## src/core/burst_fault_consts.svh

```systemverilog
// Register map, field positions, reset values and timing for the burst fault monitor.
// Assumes a 40 MHz ref_clk and 32-bit APB data.
`ifndef BURST_FAULT_MONITOR_CONSTS_SVH
`define BURST_FAULT_MONITOR_CONSTS_SVH

`define OFS_CTRL 8'h00
`define OFS_PULSE_CFG 8'h04
`define OFS_STATUS 8'h08
`define OFS_IRQ_STAT 8'h0c
`define OFS_IRQ_MASK 8'h10

`define CTRL_MODE_LSB 0
`define CTRL_SINGLE_COIL 2
`define CTRL_ILIM_LSB 4
`define CTRL_TMO_LSB 8
`define CTRL_CMD_ENABLE 12
`define CTRL_CMD_END 13
`define CTRL_LOW_POWER 16

`define ST_PULSE_FAULT 0
`define ST_STUCK_FAULT 1
`define ST_ACTIVE 4
`define ST_CNT_LSB 8
`define ST_STATE_LSB 16

`define IRQ_PULSE_FAULT 0
`define IRQ_STUCK_FAULT 1
`define IRQ_BURST_END 2

`define TMO_SEL_OFF 3'h7
`define PULSE_NUM_RST 8'h0a
`define ILIM_RST 3'h0
`define TMO_SEL_RST 3'h3
`define CLK_PERIOD_NS 25
`define STUCK_STEP_NS 1000

`endif

```

## src/core/burst_fault_pkg.sv

```systemverilog
// Types shared by the burst fault monitor and its helpers.
// Assumes the constants header is included where numbers are needed.
package burst_fault_pkg;

	typedef enum logic [1:0] {
		MODE_SPI_TRIG = 2'h0,
		MODE_FIRST_EN = 2'h1,
		MODE_BOTH_PINS = 2'h2,
		MODE_SECOND_ONLY = 2'h3
	} io_mode_t;

	typedef enum logic [3:0] {
		BST_IDLE = 4'h1,
		BST_ARMED = 4'h2,
		BST_ACTIVE = 4'h4,
		BST_BLANK = 4'h8
	} burst_state_t;

	typedef struct packed {
		logic first;
		logic second;
	} ctrl_pins_t;

	typedef struct packed {
		burst_state_t st;
		io_mode_t io_mode;
		logic single_coil_drive_sel;
		logic [2:0] drive_current_limit_sel;
		logic [2:0] stuck_timeout_sel;
		logic low_power;
		logic [7:0] pulse_num;
		logic [7:0] pulse_cnt;
		logic pulse_count_fault;
		logic drive_stuck_fault;
		logic [2:0] irq_stat;
		logic [2:0] irq_mask;
		logic [31:0] rdata;
		logic phase_a_driver;
		logic phase_b_driver;
		ctrl_pins_t pins_prev;
	} mon_state_t;

endpackage : burst_fault_pkg

```

## src/core/pin_sync.sv

```systemverilog
// Two-flop synchroniser for the asynchronous control pins.
// Assumes inputs may change at any time relative to ref_clk.
`timescale 1ns/10ps
module pin_sync #(
	parameter int WIDTH = 2
) (
	input wire logic ref_clk,
	input wire logic nrst,
	input wire logic [WIDTH-1:0] async_in,
	output logic [WIDTH-1:0] sync_out
);
	logic [WIDTH-1:0] meta_reg;

	// The first stage feeds only the second stage
	always_ff @(posedge ref_clk or negedge nrst) begin
		if (!nrst) begin
			// Reset to the pulled-up idle level so release shows no false edge
			meta_reg <= '1;
			sync_out <= '1;
		end else begin
			meta_reg <= async_in;
			sync_out <= meta_reg;
		end
	end
endmodule : pin_sync

```

## src/core/stuck_timer.sv

```systemverilog
// Restartable timeout counter used for the stuck check and the blank-out interval.
// Assumes restart and run come from logic on ref_clk.
`timescale 1ns/10ps
module stuck_timer #(
	parameter int CW = 16
) (
	input wire logic ref_clk,
	input wire logic nrst,
	input wire logic run,
	input wire logic restart,
	input wire logic [CW-1:0] limit,
	output logic expired
);
	logic [CW-1:0] cnt_reg;
	logic [CW-1:0] cnt_next;

	always_comb begin
		expired = 1'b0;
		cnt_next = cnt_reg;
		if (restart || !run) begin
			cnt_next = '0;
		end else if (cnt_reg >= limit - CW'(1)) begin
			expired = 1'b1;
			cnt_next = '0;
		end else begin
			cnt_next = cnt_reg + CW'(1);
		end
	end

	always_ff @(posedge ref_clk or negedge nrst) begin
		if (!nrst) begin
			cnt_reg <= '0;
		end else begin
			cnt_reg <= cnt_next;
		end
	end
endmodule : stuck_timer

```

## src/core/burst_fault_monitor.sv

```systemverilog
// Burst generator supervision: pulse-count check, stuck-drive timeout, driver phasing.
// Assumes an APB master on ref_clk and control pins that are asynchronous to it.
//
// Contract
// - In modes 0, 1 and 3 the pulse-count check arms at burst start, not at burst enable.
// - An end of burst from SPI or the first pin before the pulse count is reached sets the pulse-count fault.
// - After burst start a qualifying pin toggle must come within the stuck timeout or the stuck check trips.
// - A stuck trip forces end of burst at once so neither low-side driver stays on.
// - A stuck trip sets the drive-stuck fault flag, readable by software.
// - In modes 0, 1 and 3 a stuck-forced end before the pulse count is reached also sets the pulse-count fault.
// - The drive-stuck fault clears on a new burst start, on writing 0x7 to the timeout field, or on low-power entry.
// - The pulse-count fault clears only on a new burst start or on low-power entry.
// - With single-coil drive cleared the two low-side drivers switch in opposite phase in modes 0, 1 and 3; in mode 2 each follows its own pin.
// - With single-coil drive set both low-side drivers switch in phase.
// - The selected current limit applies unchanged in single-coil and centre-tap drive.
// - Pulses are counted falling edge to falling edge on the second pin from burst start.
// - In mode 3 a blank-out interval of the stuck timeout follows end of burst and blocks a new start.
// - In mode 2 the pulse count is ignored and no pulse-count check applies.
`timescale 1ns/10ps
`include "burst_fault_consts.svh"
module burst_fault_monitor
	import burst_fault_pkg::*;
#(
	parameter int TCW = 16
) (
	input wire logic ref_clk,
	input wire logic nrst,
	input wire logic psel,
	input wire logic penable,
	input wire logic pwrite,
	input wire logic [7:0] paddr,
	input wire logic [31:0] pwdata,
	output logic [31:0] prdata,
	output logic pready,
	output logic pslverr,
	input wire logic ctrl_pin_first,
	input wire logic ctrl_pin_second,
	output logic phase_a_driver,
	output logic phase_b_driver,
	output logic [2:0] drive_current_limit_sel,
	output logic pulse_count_fault,
	output logic drive_stuck_fault,
	output logic irq
);
	// One timeout step, rounded up to whole cycles
	localparam int STEP_CYC = (`STUCK_STEP_NS + `CLK_PERIOD_NS - 1) / `CLK_PERIOD_NS;

	mon_state_t s_reg;
	mon_state_t s_next;
	ctrl_pins_t pins_sync;
	logic timer_run;
	logic timer_restart;
	logic timer_expired;
	logic [TCW-1:0] timer_limit;

	// ****************************************
	// Helpers
	// ****************************************
	function automatic logic fell(input logic prev, input logic cur);
		fell = prev & ~cur;
	endfunction : fell

	function automatic logic [TCW-1:0] tmo_cycles(input logic [2:0] sel);
		tmo_cycles = TCW'((int'(sel) + 1) * STEP_CYC);
	endfunction : tmo_cycles

	function automatic logic is_reg(input logic [7:0] a);
		is_reg = (a == `OFS_CTRL) || (a == `OFS_PULSE_CFG) || (a == `OFS_STATUS) ||
			(a == `OFS_IRQ_STAT) || (a == `OFS_IRQ_MASK);
	endfunction : is_reg

	// ****************************************
	// Pin synchroniser and timeout counter
	// ****************************************
	pin_sync #(
		.WIDTH(2)
	) u_pin_sync (
		.ref_clk(ref_clk),
		.nrst(nrst),
		.async_in({ctrl_pin_first, ctrl_pin_second}),
		.sync_out(pins_sync)
	);

	stuck_timer #(
		.CW(TCW)
	) u_stuck_timer (
		.ref_clk(ref_clk),
		.nrst(nrst),
		.run(timer_run),
		.restart(timer_restart),
		.limit(timer_limit),
		.expired(timer_expired)
	);

	// ****************************************
	// Next-state logic
	// ****************************************
	logic wr_acc;
	logic rd_acc;
	logic setup;
	logic cmd_enable;
	logic cmd_end;
	logic first_fell;
	logic first_rose;
	logic second_fell;
	logic toggle;
	logic start_burst;
	logic end_burst;
	logic early_end;
	logic stuck_trip;
	logic cnt_done;
	logic count_checked;
	logic set_pulse_fault;
	logic set_stuck_fault;
	logic lp_entry;
	logic tmo_off_wr;
	logic [2:0] irq_set;

	always_comb begin
		s_next = s_reg;
		setup = psel && !penable;
		wr_acc = psel && penable && pwrite && is_reg(paddr);
		rd_acc = psel && penable && !pwrite && is_reg(paddr);
		cmd_enable = wr_acc && (paddr == `OFS_CTRL) && pwdata[`CTRL_CMD_ENABLE];
		cmd_end = wr_acc && (paddr == `OFS_CTRL) && pwdata[`CTRL_CMD_END];
		first_fell = fell(s_reg.pins_prev.first, pins_sync.first);
		first_rose = fell(pins_sync.first, s_reg.pins_prev.first);
		second_fell = fell(s_reg.pins_prev.second, pins_sync.second);
		// Mode 2 watches both pins, the other modes only the clock pin
		if (s_reg.io_mode == MODE_BOTH_PINS) begin
			toggle = (s_reg.pins_prev != pins_sync);
		end else begin
			toggle = (s_reg.pins_prev.second != pins_sync.second);
		end
		count_checked = (s_reg.io_mode != MODE_BOTH_PINS);
		// Count 0 means continuous in modes 0 and 1; mode 3 has no continuous bursting
		if (s_reg.io_mode == MODE_SECOND_ONLY) begin
			cnt_done = (s_reg.pulse_cnt >= s_reg.pulse_num) && (s_reg.pulse_cnt != 8'h00);
		end else begin
			cnt_done = (s_reg.pulse_num != 8'h00) && (s_reg.pulse_cnt >= s_reg.pulse_num);
		end
		stuck_trip = (s_reg.st == BST_ACTIVE) && timer_expired &&
			(s_reg.stuck_timeout_sel != `TMO_SEL_OFF);
		start_burst = 1'b0;
		end_burst = 1'b0;
		early_end = 1'b0;
		lp_entry = 1'b0;
		tmo_off_wr = 1'b0;
		s_next.pins_prev = pins_sync;

		// ****************************************
		// Burst sequencing
		// ****************************************
		unique case (s_reg.st)
			BST_IDLE: begin
				unique case (s_reg.io_mode)
					MODE_SPI_TRIG: if (cmd_enable) s_next.st = BST_ARMED;
					MODE_FIRST_EN: if (first_fell) s_next.st = BST_ARMED;
					MODE_BOTH_PINS: if (first_fell || second_fell) s_next.st = BST_ARMED;
					MODE_SECOND_ONLY: if (second_fell) start_burst = 1'b1;
				endcase
			end
			BST_ARMED: begin
				if ((s_reg.io_mode == MODE_SPI_TRIG && cmd_end) ||
					(s_reg.io_mode == MODE_FIRST_EN && first_rose)) begin
					s_next.st = BST_IDLE;
				end else if (s_reg.io_mode == MODE_BOTH_PINS) begin
					start_burst = first_fell;
				end else begin
					start_burst = second_fell;
				end
			end
			BST_ACTIVE: begin
				if (stuck_trip) begin
					end_burst = 1'b1;
					early_end = !cnt_done || (s_reg.pulse_num == 8'h00);
				end else if (count_checked && cnt_done) begin
					end_burst = 1'b1;
				end else if (s_reg.io_mode == MODE_SPI_TRIG && cmd_end) begin
					end_burst = 1'b1;
					early_end = (s_reg.pulse_num != 8'h00);
				end else if (s_reg.io_mode == MODE_FIRST_EN && first_rose) begin
					end_burst = 1'b1;
					early_end = (s_reg.pulse_num != 8'h00);
				end else if (s_reg.io_mode == MODE_BOTH_PINS && pins_sync.first &&
					pins_sync.second) begin
					end_burst = 1'b1;
				end
				if (second_fell) begin
					s_next.pulse_cnt = s_reg.pulse_cnt + 8'h01;
				end
				if (end_burst) begin
					s_next.st = (s_reg.io_mode == MODE_SECOND_ONLY) ? BST_BLANK : BST_IDLE;
				end
			end
			BST_BLANK: begin
				// Pin edges are ignored here so a still-running clock cannot retrigger
				if (timer_expired) s_next.st = BST_IDLE;
			end
			default: s_next.st = BST_IDLE;
		endcase
		if (start_burst) begin
			s_next.st = BST_ACTIVE;
			s_next.pulse_cnt = 8'h00;
		end

		// ****************************************
		// Register writes
		// ****************************************
		if (wr_acc && paddr == `OFS_CTRL) begin
			s_next.io_mode = io_mode_t'(pwdata[`CTRL_MODE_LSB +: 2]);
			s_next.single_coil_drive_sel = pwdata[`CTRL_SINGLE_COIL];
			s_next.drive_current_limit_sel = pwdata[`CTRL_ILIM_LSB +: 3];
			s_next.stuck_timeout_sel = pwdata[`CTRL_TMO_LSB +: 3];
			s_next.low_power = pwdata[`CTRL_LOW_POWER];
			lp_entry = pwdata[`CTRL_LOW_POWER] && !s_reg.low_power;
			tmo_off_wr = (pwdata[`CTRL_TMO_LSB +: 3] == `TMO_SEL_OFF);
		end
		if (wr_acc && paddr == `OFS_PULSE_CFG) begin
			s_next.pulse_num = pwdata[7:0];
		end
		if (wr_acc && paddr == `OFS_IRQ_MASK) begin
			s_next.irq_mask = pwdata[2:0];
		end
		// Low power stops any burst and keeps the sequencer idle
		if (s_next.low_power) begin
			s_next.st = BST_IDLE;
			start_burst = 1'b0;
			end_burst = end_burst || (s_reg.st == BST_ACTIVE);
		end

		// ****************************************
		// Fault flags: a set in the clearing cycle wins
		// ****************************************
		set_pulse_fault = early_end && count_checked;
		set_stuck_fault = stuck_trip;
		if (start_burst || lp_entry) begin
			s_next.pulse_count_fault = 1'b0;
		end
		if (start_burst || lp_entry || tmo_off_wr) begin
			s_next.drive_stuck_fault = 1'b0;
		end
		if (set_pulse_fault) s_next.pulse_count_fault = 1'b1;
		if (set_stuck_fault) s_next.drive_stuck_fault = 1'b1;

		// ****************************************
		// Interrupt status, cleared by reading it
		// ****************************************
		irq_set = 3'h0;
		irq_set[`IRQ_PULSE_FAULT] = set_pulse_fault;
		irq_set[`IRQ_STUCK_FAULT] = set_stuck_fault;
		irq_set[`IRQ_BURST_END] = end_burst;
		if (rd_acc && paddr == `OFS_IRQ_STAT) begin
			// Clear only what the read returned, so an event during setup is kept
			s_next.irq_stat = (s_reg.irq_stat & ~s_reg.rdata[2:0]) | irq_set;
		end else begin
			s_next.irq_stat = s_reg.irq_stat | irq_set;
		end

		// ****************************************
		// Drivers follow the pins only while bursting
		// ****************************************
		if (s_next.st == BST_ACTIVE) begin
			if (s_reg.io_mode == MODE_BOTH_PINS) begin
				s_next.phase_a_driver = ~pins_sync.first;
				s_next.phase_b_driver = s_reg.single_coil_drive_sel ? ~pins_sync.first :
					~pins_sync.second;
			end else begin
				s_next.phase_a_driver = ~pins_sync.second;
				s_next.phase_b_driver = s_reg.single_coil_drive_sel ? ~pins_sync.second :
					pins_sync.second;
			end
		end else begin
			// Both FETs off outside a burst, including after a forced end
			s_next.phase_a_driver = 1'b0;
			s_next.phase_b_driver = 1'b0;
		end

		// ****************************************
		// Read data is captured in the setup cycle
		// ****************************************
		s_next.rdata = 32'h0;
		if (setup && !pwrite) begin
			unique case (paddr)
				`OFS_CTRL: begin
					s_next.rdata[`CTRL_MODE_LSB +: 2] = s_reg.io_mode;
					s_next.rdata[`CTRL_SINGLE_COIL] = s_reg.single_coil_drive_sel;
					s_next.rdata[`CTRL_ILIM_LSB +: 3] = s_reg.drive_current_limit_sel;
					s_next.rdata[`CTRL_TMO_LSB +: 3] = s_reg.stuck_timeout_sel;
					s_next.rdata[`CTRL_LOW_POWER] = s_reg.low_power;
				end
				`OFS_PULSE_CFG: s_next.rdata[7:0] = s_reg.pulse_num;
				`OFS_STATUS: begin
					s_next.rdata[`ST_PULSE_FAULT] = s_reg.pulse_count_fault;
					s_next.rdata[`ST_STUCK_FAULT] = s_reg.drive_stuck_fault;
					s_next.rdata[`ST_ACTIVE] = (s_reg.st == BST_ACTIVE);
					s_next.rdata[`ST_CNT_LSB +: 8] = s_reg.pulse_cnt;
					s_next.rdata[`ST_STATE_LSB +: 4] = s_reg.st;
				end
				`OFS_IRQ_STAT: s_next.rdata[2:0] = s_reg.irq_stat;
				`OFS_IRQ_MASK: s_next.rdata[2:0] = s_reg.irq_mask;
				default: s_next.rdata = 32'h0;
			endcase
		end
	end

	// Timer serves the stuck check while active and the blank-out afterwards;
	// a mode-3 count end restarts it so the blank-out runs its full length
	always_comb begin
		timer_run = (s_reg.st == BST_ACTIVE) || (s_reg.st == BST_BLANK);
		timer_restart = (s_reg.st == BST_ACTIVE) && (toggle ||
			((s_reg.io_mode == MODE_SECOND_ONLY) && cnt_done));
		timer_limit = tmo_cycles(s_reg.stuck_timeout_sel);
	end

	// ****************************************
	// State register
	// ****************************************
	always_ff @(posedge ref_clk or negedge nrst) begin
		if (!nrst) begin
			s_reg.st <= BST_IDLE;
			s_reg.io_mode <= MODE_SPI_TRIG;
			s_reg.single_coil_drive_sel <= 1'b0;
			s_reg.drive_current_limit_sel <= `ILIM_RST;
			s_reg.stuck_timeout_sel <= `TMO_SEL_RST;
			s_reg.low_power <= 1'b0;
			s_reg.pulse_num <= `PULSE_NUM_RST;
			s_reg.pulse_cnt <= 8'h00;
			s_reg.pulse_count_fault <= 1'b0;
			s_reg.drive_stuck_fault <= 1'b0;
			s_reg.irq_stat <= 3'h0;
			s_reg.irq_mask <= 3'h0;
			s_reg.rdata <= 32'h0;
			s_reg.phase_a_driver <= 1'b0;
			s_reg.phase_b_driver <= 1'b0;
			s_reg.pins_prev <= '1;
		end else begin
			s_reg <= s_next;
		end
	end

	// ****************************************
	// Outputs
	// ****************************************
	always_comb begin
		// Slave answers in the first access cycle, never stretches
		pready = 1'b1;
		pslverr = psel && penable && !is_reg(paddr);
		prdata = s_reg.rdata;
		phase_a_driver = s_reg.phase_a_driver;
		phase_b_driver = s_reg.phase_b_driver;
		// Same limit code in either coil mode, so the effective limit does not change
		drive_current_limit_sel = s_reg.drive_current_limit_sel;
		pulse_count_fault = s_reg.pulse_count_fault;
		drive_stuck_fault = s_reg.drive_stuck_fault;
		irq = |(s_reg.irq_stat & s_reg.irq_mask);
	end
endmodule : burst_fault_monitor

```

## config.mk

```make
export PLATFORM = sky130hd
export DESIGN_NAME = burst_fault_monitor
export DESIGN_NICKNAME = d
export VERILOG_FILES = /design/src/core/burst_fault_pkg.sv /design/src/core/pin_sync.sv /design/src/core/stuck_timer.sv /design/src/core/burst_fault_monitor.sv
export VERILOG_INCLUDE_DIRS = /design/src /design/src/core
export SDC_FILE = /design/constraint.sdc
export NUM_CORES = 1
export LEC_CHECK = 0
export BUFFER_PORTS_ARGS = -buffer_cell sky130_fd_sc_hd__buf_2
export CAP_MARGIN = 20
export CORE_MARGIN = 2
export CORE_UTILIZATION = 57
export DETAILED_ROUTE_END_ITERATION = 12
export GPL_TIMING_DRIVEN = 1
export PLACE_DENSITY = 0.81
export SETUP_SLACK_MARGIN = 0.4
export SYNTH_ARGS = -nofsm -noshare
export SYNTH_HDL_FRONTEND = slang
export SYNTH_SLANG_ARGS = --single-unit
```

## constraint.sdc

```tcl
create_clock -name ref_clk -period 4.7 [get_ports ref_clk]
set_input_delay 0.94 -clock ref_clk [delete_from_list [all_inputs] [get_ports ref_clk]]
set_output_delay 0.94 -clock ref_clk [all_outputs]
set_load 0.02 [all_outputs]
```

## Yosys cells after proc, flatten, opt, wreduce, memory -nomap -nowiden

Index checks and enable logic that the tools add are counted.

| word-level totals | value |
|---|---|
| logic and storage cells | 174 |
| register bits | 94 |
| input bits | 47 |
| output and inout port bits | 42 |

| cells by class | value |
|---|---|
| magnitude comparators | 2 |
| multiply operators | 1 |
| mux-type cells | 62 |
| bitwise logic cells | 11 |
| reduce and logical (&&, ||, !) cells | 57 |
| equal/unequal tests | 17 |
| $add $sub $neg | 4 |

Operators with widths:

| kind | number |
|---|---|
| 4-bit 2-to-1 mux | 9 |
| 1-bit 2-to-1 mux | 33 |
| 16-bit 2-to-1 mux | 2 |
| 1-bit logical AND | 27 |
| 8-bit 2-to-1 mux | 3 |
| 20-bit 2-to-1 mux | 1 |
| 16-bit by 1-bit adder with 16-bit output, second input constant | 1 |
| 8-bit by 4-bit == test with 1-bit output, second input constant | 2 |
| 16-bit greater-or-equal comparator | 1 |
| 8-bit zero test | 2 |
| 4-bit one-hot mux with 4 select lines | 1 |
| 8-bit nonzero test | 2 |
| 1-bit logical OR | 13 |
| 4-bit one-hot mux with 3 select lines | 1 |
| 10-bit by 1-bit subtractor with 11-bit output, second input constant | 1 |
| 2-bit one-hot mux with 5 select lines | 1 |
| 8-bit by 1-bit adder with 8-bit output, second input constant | 1 |
| 4-bit by 3-bit == test with 1-bit output, second input constant | 2 |
| 8-bit by 3-bit == test with 1-bit output, second input constant | 1 |
| 8-bit by 5-bit == test with 1-bit output, second input constant | 1 |
| 8-bit greater-or-equal comparator | 1 |
| 2-bit nonzero test | 4 |
| 4-bit by 3-bit multiplier with 7-bit output, second input constant | 1 |
| 3-bit bitwise AND | 2 |
| other kinds (27) | 41 |

## Longest topological paths before layout

Gate-level depths: netlist (run 1).

| logic depth | value |
|---|---|
| word-level depth | 19 |
| mapped depth | 17 |
| mapped depth without buffers | 16 |

## Modules after synthesis

From an unflattened synthesis (run 1), not the netlist that was laid out.

| unflattened totals | value |
|---|---|
| cell total of the unflattened synthesis | 544 |
| area, all modules | 5,296.3 sq um |

By module, submodules not included:

| module | seq. area each (sq um) | instances | area an instance (sq um) | cells each |
|---|---|---|---|---|
| burst_fault_monitor | 1,560.2 | 1 | 3,707.3 | 385 |
| stuck_timer | 400.4 | 1 | 1,483.9 | 155 |
| pin_sync | 105.1 | 1 | 105.1 | 4 |

## Least setup slack after synthesis (run 1)

OpenSTA, ideal clock, no wires.

| path | value |
|---|---|
| kind | register to register |
| start | register s_reg[61] (netlist bit) |
| end | register u_stuck_timer.cnt_reg[10] |
| clock period less this slack | 3.734 ns |
| slack | 0.966 ns |
| library setup time | 0.071 ns |
| arrival time | 3.662 ns |
| stages on the path, launching flop included | 17 |
| data required time | 4.629 ns |
| buffers on the path | 1 |
| cells stage by stage | dfstp_2 > ha_1 > ha_1 > ha_1 > inv_1 > fa_1 > nand2_1 > mux2i_1 > a22oi_1 > ha_1 > a211oi_1 > nor2_1 > o31ai_1 > and3_1 > o21ai_1 > buf_2 > nor2_1 |

| on the way | value |
|---|---|
| cells in the longest elaborated chain, start to end | 6 |

Ends and longest elaborated chain:

| what | line | RTL |
|---|---|---|
| start, declared | burst_fault_monitor.sv:48 | `mon_state_t s_reg;` |
| start signal, assigned | burst_fault_monitor.sv:338 | `s_reg <= s_next;` |
| 3-bit by 1-bit adder with 4-bit output | burst_fault_monitor.sv:64 | `tmo_cycles = TCW'((int'(sel) + 1) * STEP_CYC);` |
| 4-bit by 3-bit multiplier with 7-bit output | burst_fault_monitor.sv:64 |  |
| 10-bit by 1-bit subtractor with 11-bit output | stuck_timer.sv:22 | `end else if (cnt_reg >= limit - CW'(1)) begin` |
| 16-bit greater-or-equal comparator | stuck_timer.sv:22 |  |
| 16-bit 2-to-1 mux | stuck_timer.sv:22 |  |
| 16-bit 2-to-1 mux | stuck_timer.sv:20 | `if (restart \|\| !run) begin` |
| net u_stuck_timer.cnt_next[10] | stuck_timer.sv:15 | `logic [CW-1:0] cnt_next;` |
| end signal, assigned | stuck_timer.sv:34 | `cnt_reg <= cnt_next;` |
| end, declared | stuck_timer.sv:14 | `logic [CW-1:0] cnt_reg;` |

The timed path passes the listed nets, and every way through them passes these cells.
A chain may end at the register's enable or synchronous reset.

==> key figures, run 1 <==
GRT
  – Wire length of the first global-routing pass: 18.20 mm
  – Pin count of the biggest net entering global routing: 83
  – All-Layer GR Usage: 0.2355
  – Sum of overflow across all layers after global routing: 0
  – Number of global-route vias before repair: 3836
  – Number of antenna violations at the first check in global routing: 0

Setup path
  – Worst path cell trace: ha_1, ha_1, ha_1, inv_1, fa_1, nand3b_1, nand2b_1, ha_1, o2111a_1, o211ai_1, and3_4, o31a_1, buf_4, a31o_1
  – Capture point of the worst reg-to-reg path: s_reg[72]
  – Arrival time of the worst setup path: 4.34 ns
  – Launch instance of the worst register-to-register path: s_reg[61]
  – Peak fanout along the critical path: 7
  – Largest stage delay on the critical path: 0.63 ns
  – Worst Path Required: 4.96 ns
  – Type of origin of the critical path: flip-flop
  – Cell count of the worst reg-to-reg path: 14
  – Setup crit end kind: flip-flop
  – Cell with the largest stage delay on the worst path: dfstp_2
  – Worst R2R Setup Slack: 0.62 ns
  – Type of the worst setup path: reg2reg
  – Cell repeated most along the worst path: ha_1

CTS
  – Clock net sink count: 82
  – CTS tree: done
  – Maximum buffer depth of the clock tree: 2
  – Clock-pin transition on the worst setup and hold timing paths: 0.09 ns
  – Root cell of the clock tree: clkbuf_8
  – Number of H-tree branching levels: 3
  – Number of buffers created by CTS: 9
  – Clock network latency to the later pin of the worst-skew pair: 0.37 ns
  – Hold-fix buffer count after cts: 0

Status
  – Status: complete, no violations

Floorplanning
  – Overall die height: 97.40 um
  – Core Rows: 34
  – Area of the core region: 0.008593 mm2
  – Io pins: 89
  – Chip width: 97.40 um
  – Initial standard-cell utilization of the core: 0.5786
  – Total Die Area: 0.009487 mm2

Route
  – Post-detailed-route count of antenna-violating nets: 0
  – Detail Route met2 WL: 5.108 mm
  – DRC marker count from the first detailed-route iteration: 277
  – Uppermost signal routing layer after detailed routing: met4
  – Vias per std cell: 5.834
  – First-pass DRT Iterations: 6
  – Met1 WL: 4.426 mm
  – Wire length per cell after detailed routing: 16.32 um
  – Total Routed Length: 10.51 mm
  – Remaining design rule violation count: 0
  – Via count: 3757
  – Met3 Wirelength: 753 um

STA
  – Max-slew violation count: 0
  – Shortest clock period the worst path allows after layout: 4.083 ns
  – Final cycle utilization of the critical path: 0.8687
  – Actual slew at the worst max-slew pin: 0.7346 ns
  – Worst setup skew after layout: 0.01593 ns
  – Final setup TNS: 0 ns
  – Final number of setup-violating endpoints: 0
  – Highest clock rate: 244.9 MHz
  – Count of final hold-check violations: 0
  – Final hold slack: 0.3593 ns
  – Relative slew slack: 0.5034
  – RSZ-0062 raised after global routing: false

Min path
  – Min-delay worst type: reg2reg
  – Number of instances on the worst hold path: 0
  – Startpoint of the worst hold path: u_pin_sync.meta_reg[0]
  – Hold path endpoint: u_pin_sync.sync_out[0]

Synth
  – Fraction of registers with async set or reset after synthesis: 1.000
  – Synthesized area per cell: 9.984 um2
  – Number of synthesized flops with an enable pin: 0
  – Register bit total from synthesis: 82
  – Area of the mapped netlist: 0.004972 mm2
  – Proportion of synthesized chip area in sequential cells: 0.4155
  – Number of distinct library cells after synthesis: 64
  – Number of instances in the synthesized netlist: 498
  – Yosys synthesis warning count: 0
  – Commonest register cell after synthesis: dfrtp_1

Placement
  – Port Buf Inserts: 57
  – Placed Instances: 624
  – Hpwl dp: 7.618 mm
  – Routability-driven placement congestion ratio: 0.8969

Cells and area
  – Synth-to-layout area growth: 8.153%
  – Diode count: 0
  – Commonest cells after routing, fill and taps aside: dfrtp_1, buf_2, nor2_1
  – Max FFs per register: 35
  – Layout cell share with drive strength beyond 1: 0.2388
  – Most frequent standard cell in the layout excluding fill and tap cells: dfrtp_1
  – Non-filler instance count after layout: 644
  – Post-layout nets: 612

Pwr
  – VDD IR max: 0.0001839 V
  – Power density relative to cell area: 263.4 mW/mm2
  – Leakage power summed over all cells: 2.581 nW

Run
  – Max-cap check violation count: 0
## critical path, delay by kind of cell, from the launching register on
| kind | cells | cell delay, ns |
|---|---|---|
| adder cells (fa/ha/maj) | 5 | 1.66 |
| AND/OR/NAND/NOR | 3 | 0.62 |
| buffers and inverters | 2 | 0.21 |
| AO/OA/AOI/OAI | 4 | 0.85 |
| flip-flops | 1 | 0.63 |
## through the flow
stage | power [mW] | area (um2) | utilization | worst slack (ns)
after CTS | 1.425 | 5320 | 0.6191 | 0.4459
final | 1.417 | 5378 | 0.6258 | 0.6169
after global placement | 0.8992 | 5120 | 0.5958 | 0.5986
after global routing | 1.487 | 5378 | 0.6258 | 0.4240
after detailed placement | 0.9065 | 5120 | 0.5958 | 0.4672
after floorplan | 0.8580 | 5014 | - | 0.9663
## cell usage after synthesis, types with 4 or more instances
cell / n / share of area
a211oi_1: 4 / 0.0060
a21o_1: 7 / 0.011
a21oi_1: 14 / 0.014
a222oi_1: 4 / 0.0081
a22oi_1: 9 / 0.014
and3_1: 24 / 0.030
buf_2: 4 / 0.0040
buf_4: 36 / 0.054
clkbuf_1: 10 / 0.0075
dfrtp_1: 71 / 0.36
dfstp_2: 11 / 0.058
ha_1: 33 / 0.083
inv_1: 25 / 0.019
mux2_2: 22 / 0.050
nand2_1: 25 / 0.019
nand2b_1: 5 / 0.0063
nand3_1: 17 / 0.017
nand4_1: 7 / 0.0088
nor2_1: 50 / 0.038
nor2b_1: 6 / 0.0075
nor3_1: 7 / 0.0070
nor4_1: 4 / 0.0050
o21a_1: 4 / 0.0060
o21ai_0: 7 / 0.0070
o21ai_1: 4 / 0.0040
xnor2_1: 13 / 0.023
xor2_1: 16 / 0.028
## report_power, final
| group | switching [mW] | internal [mW] |
|---|---|---|
| combinational | 0.0875 | 0.0591 |
| clock | 0.303 | 0.212 |
| sequential | 0.0286 | 0.726 |
## per-layer routing
layer | vias to the layer above | GRT usage
li1 | 1782 | -
met1 | 1804 | 0.2934
met2 | 150 | 0.3984
met3 | 21 | 0.06043
met4 | 0 | 0.08226
met5 | - | 0
## worst max path at each step
stage               startpoint                         to  slack (ns)  depth (start not counted)
finish               s_reg[61]                  s_reg[72]        0.62                         14
global route         s_reg[61]                  s_reg[72]        0.42                         14
CTS                  s_reg[61]  u_stuck_timer.cnt_reg[13]        0.45                         16
detailed placement   s_reg[61]   u_stuck_timer.cnt_reg[5]        0.47                         16
global placement     s_reg[61]  u_stuck_timer.cnt_reg[12]        0.60                         15
floorplan            s_reg[61]  u_stuck_timer.cnt_reg[10]        0.97                         16
## layout make-up
cell class / instances / area [um2]
clock buffer: 9 / 123.9
sequential: 82 / 2066
clock inverter: 7 / 76.32
multi-input combinational: 347 / 2522
tap: 108 / 135.1
inverter: 27 / 101.3
timing repair buffer: 64 / 352.8
fill: 711 / 3216
## repair_timing
action,in CTS,in global routing
resized for setup,0,4
buffers inserted,0,2
endpoints found under the setup margin,0,22
## logic make-up (layout without fill, tap and decap cells)
family / Yosys count / count (layout) / share of synthesized area
AND/OR/NAND/NOR: 169 / 169 / 0.1862
flip-flops: 82 / 82 / 0.4155
buffers and inverters: 80 / 107 / 0.08858
AO/OA/AOI/OAI: 78 / 78 / 0.1163
adder cells (fa/ha/maj): 34 / 34 / 0.08707
XOR/XNOR: 29 / 29 / 0.05108
multiplexers: 24 / 24 / 0.05385
other: 2 / 13 / 0.001510
Power figures use the tool's default switching activity.
==> run 2: changes to the inputs <==
==> constraint.sdc (replaced) <==
create_clock -name ref_clk -period 4.7 [get_ports ref_clk]
set_input_delay 0.47 -clock ref_clk [delete_from_list [all_inputs] [get_ports ref_clk]]
set_output_delay 0.47 -clock ref_clk [all_outputs]
set_load 0.02 [all_outputs]
==> run 2 against run 1 <==
  * Combinational power hardly changed
  * Sequential cell count is the same
  * Count of clock-buffer cells in the layout stayed put
  * Total power down 1.1%
  * Largest cell class unchanged
  * Largest power group unchanged
==> key figures, run 2 (synthesized netlist as in run 1, its figures left out) <==
Route
  – Vias per std cell: 5.784
  – Via count: 3719
  – First-pass DRT Iterations: 5
  – Remaining design rule violation count: 0
  – Total Routed Length: 10.24 mm
  – Wire length per cell after detailed routing: 15.93 um
  – DRC marker count from the first detailed-route iteration: 242
  – Post-detailed-route count of antenna-violating nets: 0

Setup path
  – Peak fanout along the critical path: 7
  – Capture point of the worst reg-to-reg path: s_reg[72]
  – Worst Setup EP: s_reg[72]
  – Startpoint of the worst setup timing path: s_reg[61]
  – Type of the worst setup path: reg2reg
  – Launch instance of the worst register-to-register path: s_reg[61]
  – Worst path cell trace: ha_1, ha_1, ha_1, inv_1, fa_1, nand3b_1, nand2b_1, ha_1, o2111a_1, o211ai_1, and3_4, o31a_1, a31o_1
  – Setup crit end kind: flip-flop
  – Cell with the largest stage delay on the worst path: dfstp_2
  – Arrival time of the worst setup path: 4.31 ns
  – Largest stage delay on the critical path: 0.62 ns
  – Worst Path Required: 4.96 ns
  – Cell count of the worst reg-to-reg path: 13
  – Cell repeated most along the worst path: ha_1
  – Worst R2R Setup Slack: 0.65 ns
  – Type of origin of the critical path: flip-flop

GRT
  – Number of antenna violations at the first check in global routing: 0
  – Sum of overflow across all layers after global routing: 0
  – Wire length of the first global-routing pass: 17.47 mm
  – Pin count of the biggest net entering global routing: 83
  – Number of global-route vias before repair: 3701
  – All-Layer GR Usage: 0.2265

Pwr
  – Logic pwr share: 0.103
  – Clock power frac: 0.358
  – Flop pwr share: 0.538
  – Leakage power summed over all cells: 2.571 nW
  – Int Pwr: 992.3 uW
  – VDD IR max: 0.0001276 V
  – Power density relative to cell area: 260.6 mW/mm2
  – Fraction of power spent switching nets: 0.2919
  – P_sw: 409.1 uW

Placement
  – Hpwl dp: 7.528 mm
  – Minimum setup slack after placement: 0.4474 ns
  – Placed Instances: 624
  – Port Buf Inserts: 57
  – Routability-driven placement congestion ratio: 0.8810
  – Post-DP Area: 0.005120 mm2

Floorplanning
  – Total Die Area: 0.009487 mm2
  – Initial standard-cell utilization of the core: 0.5786
  – Io pins: 89
  – Overall die height: 97.40 um
  – Core Rows: 34
  – Area of the core region: 0.008593 mm2
  – Chip width: 97.40 um

STA
  – Max-slew violation count: 0
  – Actual slew at the worst max-slew pin: 0.7178 ns
  – Shortest clock period the worst path allows after layout: 4.047 ns
  – Final setup TNS: 0 ns
  – Relative slew slack: 0.5171
  – Final cycle utilization of the critical path: 0.8611
  – RSZ-0062 raised after global routing: false
  – Worst setup skew after layout: 0.01173 ns
  – Count of final hold-check violations: 0
  – Final hold slack: 0.2000 ns
  – Final number of setup-violating endpoints: 0
  – Highest clock rate: 247.1 MHz
  – Worst path setup slack after routing: 0.6529 ns

CTS
  – Number of H-tree branching levels: 3
  – Clock network latency to the later pin of the worst-skew pair: 0.37 ns
  – Clock-pin transition on the worst setup and hold timing paths: 0.09 ns
  – CTS tree: done
  – Clock net sink count: 82
  – Root cell of the clock tree: clkbuf_8
  – Maximum buffer depth of the clock tree: 2
  – Number of buffers created by CTS: 9

Cells and area
  – Diode count: 0
  – Synth-to-layout area growth: 8.153%
  – Layout cell share with drive strength beyond 1: 0.2355
  – Max FFs per register: 35
  – Most frequent standard cell in the layout excluding fill and tap cells: dfrtp_1
  – Post-layout nets: 611
  – Layout Cell Area excl Fill: 0.005378 mm2
  – Non-filler instance count after layout: 643
  – Commonest cells after routing, fill and taps aside: dfrtp_1, buf_2, nor2_1

Status
  – Status: complete, no violations

Run
  – Max-cap check violation count: 0

Min path
  – Min-delay worst type: in2reg
run 2: timing repair:
item	in CTS	in global routing
gates resized for setup	0	4
buffers inserted	0	0
hold endpoints to repair	0	11
hold buffers	0	1
setup endpoints to repair	0	22
run 2: area by class of cell:
type	instances	area, um2
tap	108	135.1
clock buffer	9	123.9
timing repair buffer	63	355.3
multi-input combinational	347	2522
clock inverter	7	73.82
sequential	82	2066
inverter	27	101.3
fill	684	3216
run 2: worst max-delay path: cells and delay by family, from the launching register on:
family / cells / cell delay, ns
adder cells (fa/ha/maj): 5 / 1.67
AO/OA/AOI/OAI: 4 / 0.96
AND/OR/NAND/NOR: 3 / 0.63
flip-flops: 1 / 0.62
buffers and inverters: 1 / 0.06
run 2: metrics by stage:
step,total power [mW],util
detailed placement,0.9065,0.5958
finish,1.401,0.6258
floorplan,0.8580,-
CTS,1.411,0.6188
global route,1.471,0.6258
global placement,0.8992,0.5958
run 2: routing by layer:
layer | global-route usage | wire [um] | part of all wire | vias up
met4 | 0.09402 | 298 | 0.029 | 0
li1 | - | - | - | 1775
met5 | 0 | 0 | 0 | -
met3 | 0.04604 | 570 | 0.056 | 25
met1 | 0.2883 | 4443 | 0.43 | 1797
met2 | 0.3777 | 4929 | 0.48 | 122
run 2: power groups by stage:
| stage | Clock [mW] | Combinational, mW | Sequential (mW) |
|---|---|---|---|
| after detailed placement | 0 | 0.139 | 0.767 |
| final | 0.502 | 0.145 | 0.754 |
| after CTS | 0.517 | 0.141 | 0.754 |
| after global routing | 0.551 | 0.162 | 0.758 |
| after global placement | 0 | 0.133 | 0.766 |
| after floorplan | 0 | 0.105 | 0.754 |
run 2: worst min path at each step:
| stage | from | end | slack (ns) | cells past startpoint |
|---|---|---|---|---|
| 2_1_floorplan | nrst | drive_current_limit_sel[0] | 0.17 | 0 |
| 4_1_cts | ctrl_pin_second | u_pin_sync.meta_reg[0] | 0.19 | 1 |
| 3_5_place_dp | u_pin_sync.meta_reg[1] | u_pin_sync.sync_out[1] | 0.35 | 0 |
| 5_1_grt | ctrl_pin_first | u_pin_sync.meta_reg[1] | 0.19 | 1 |
| 3_3_place_gp | u_pin_sync.meta_reg[0] | u_pin_sync.sync_out[0] | 0.35 | 0 |
| 6_report | ctrl_pin_second | u_pin_sync.meta_reg[0] | 0.20 | 1 |
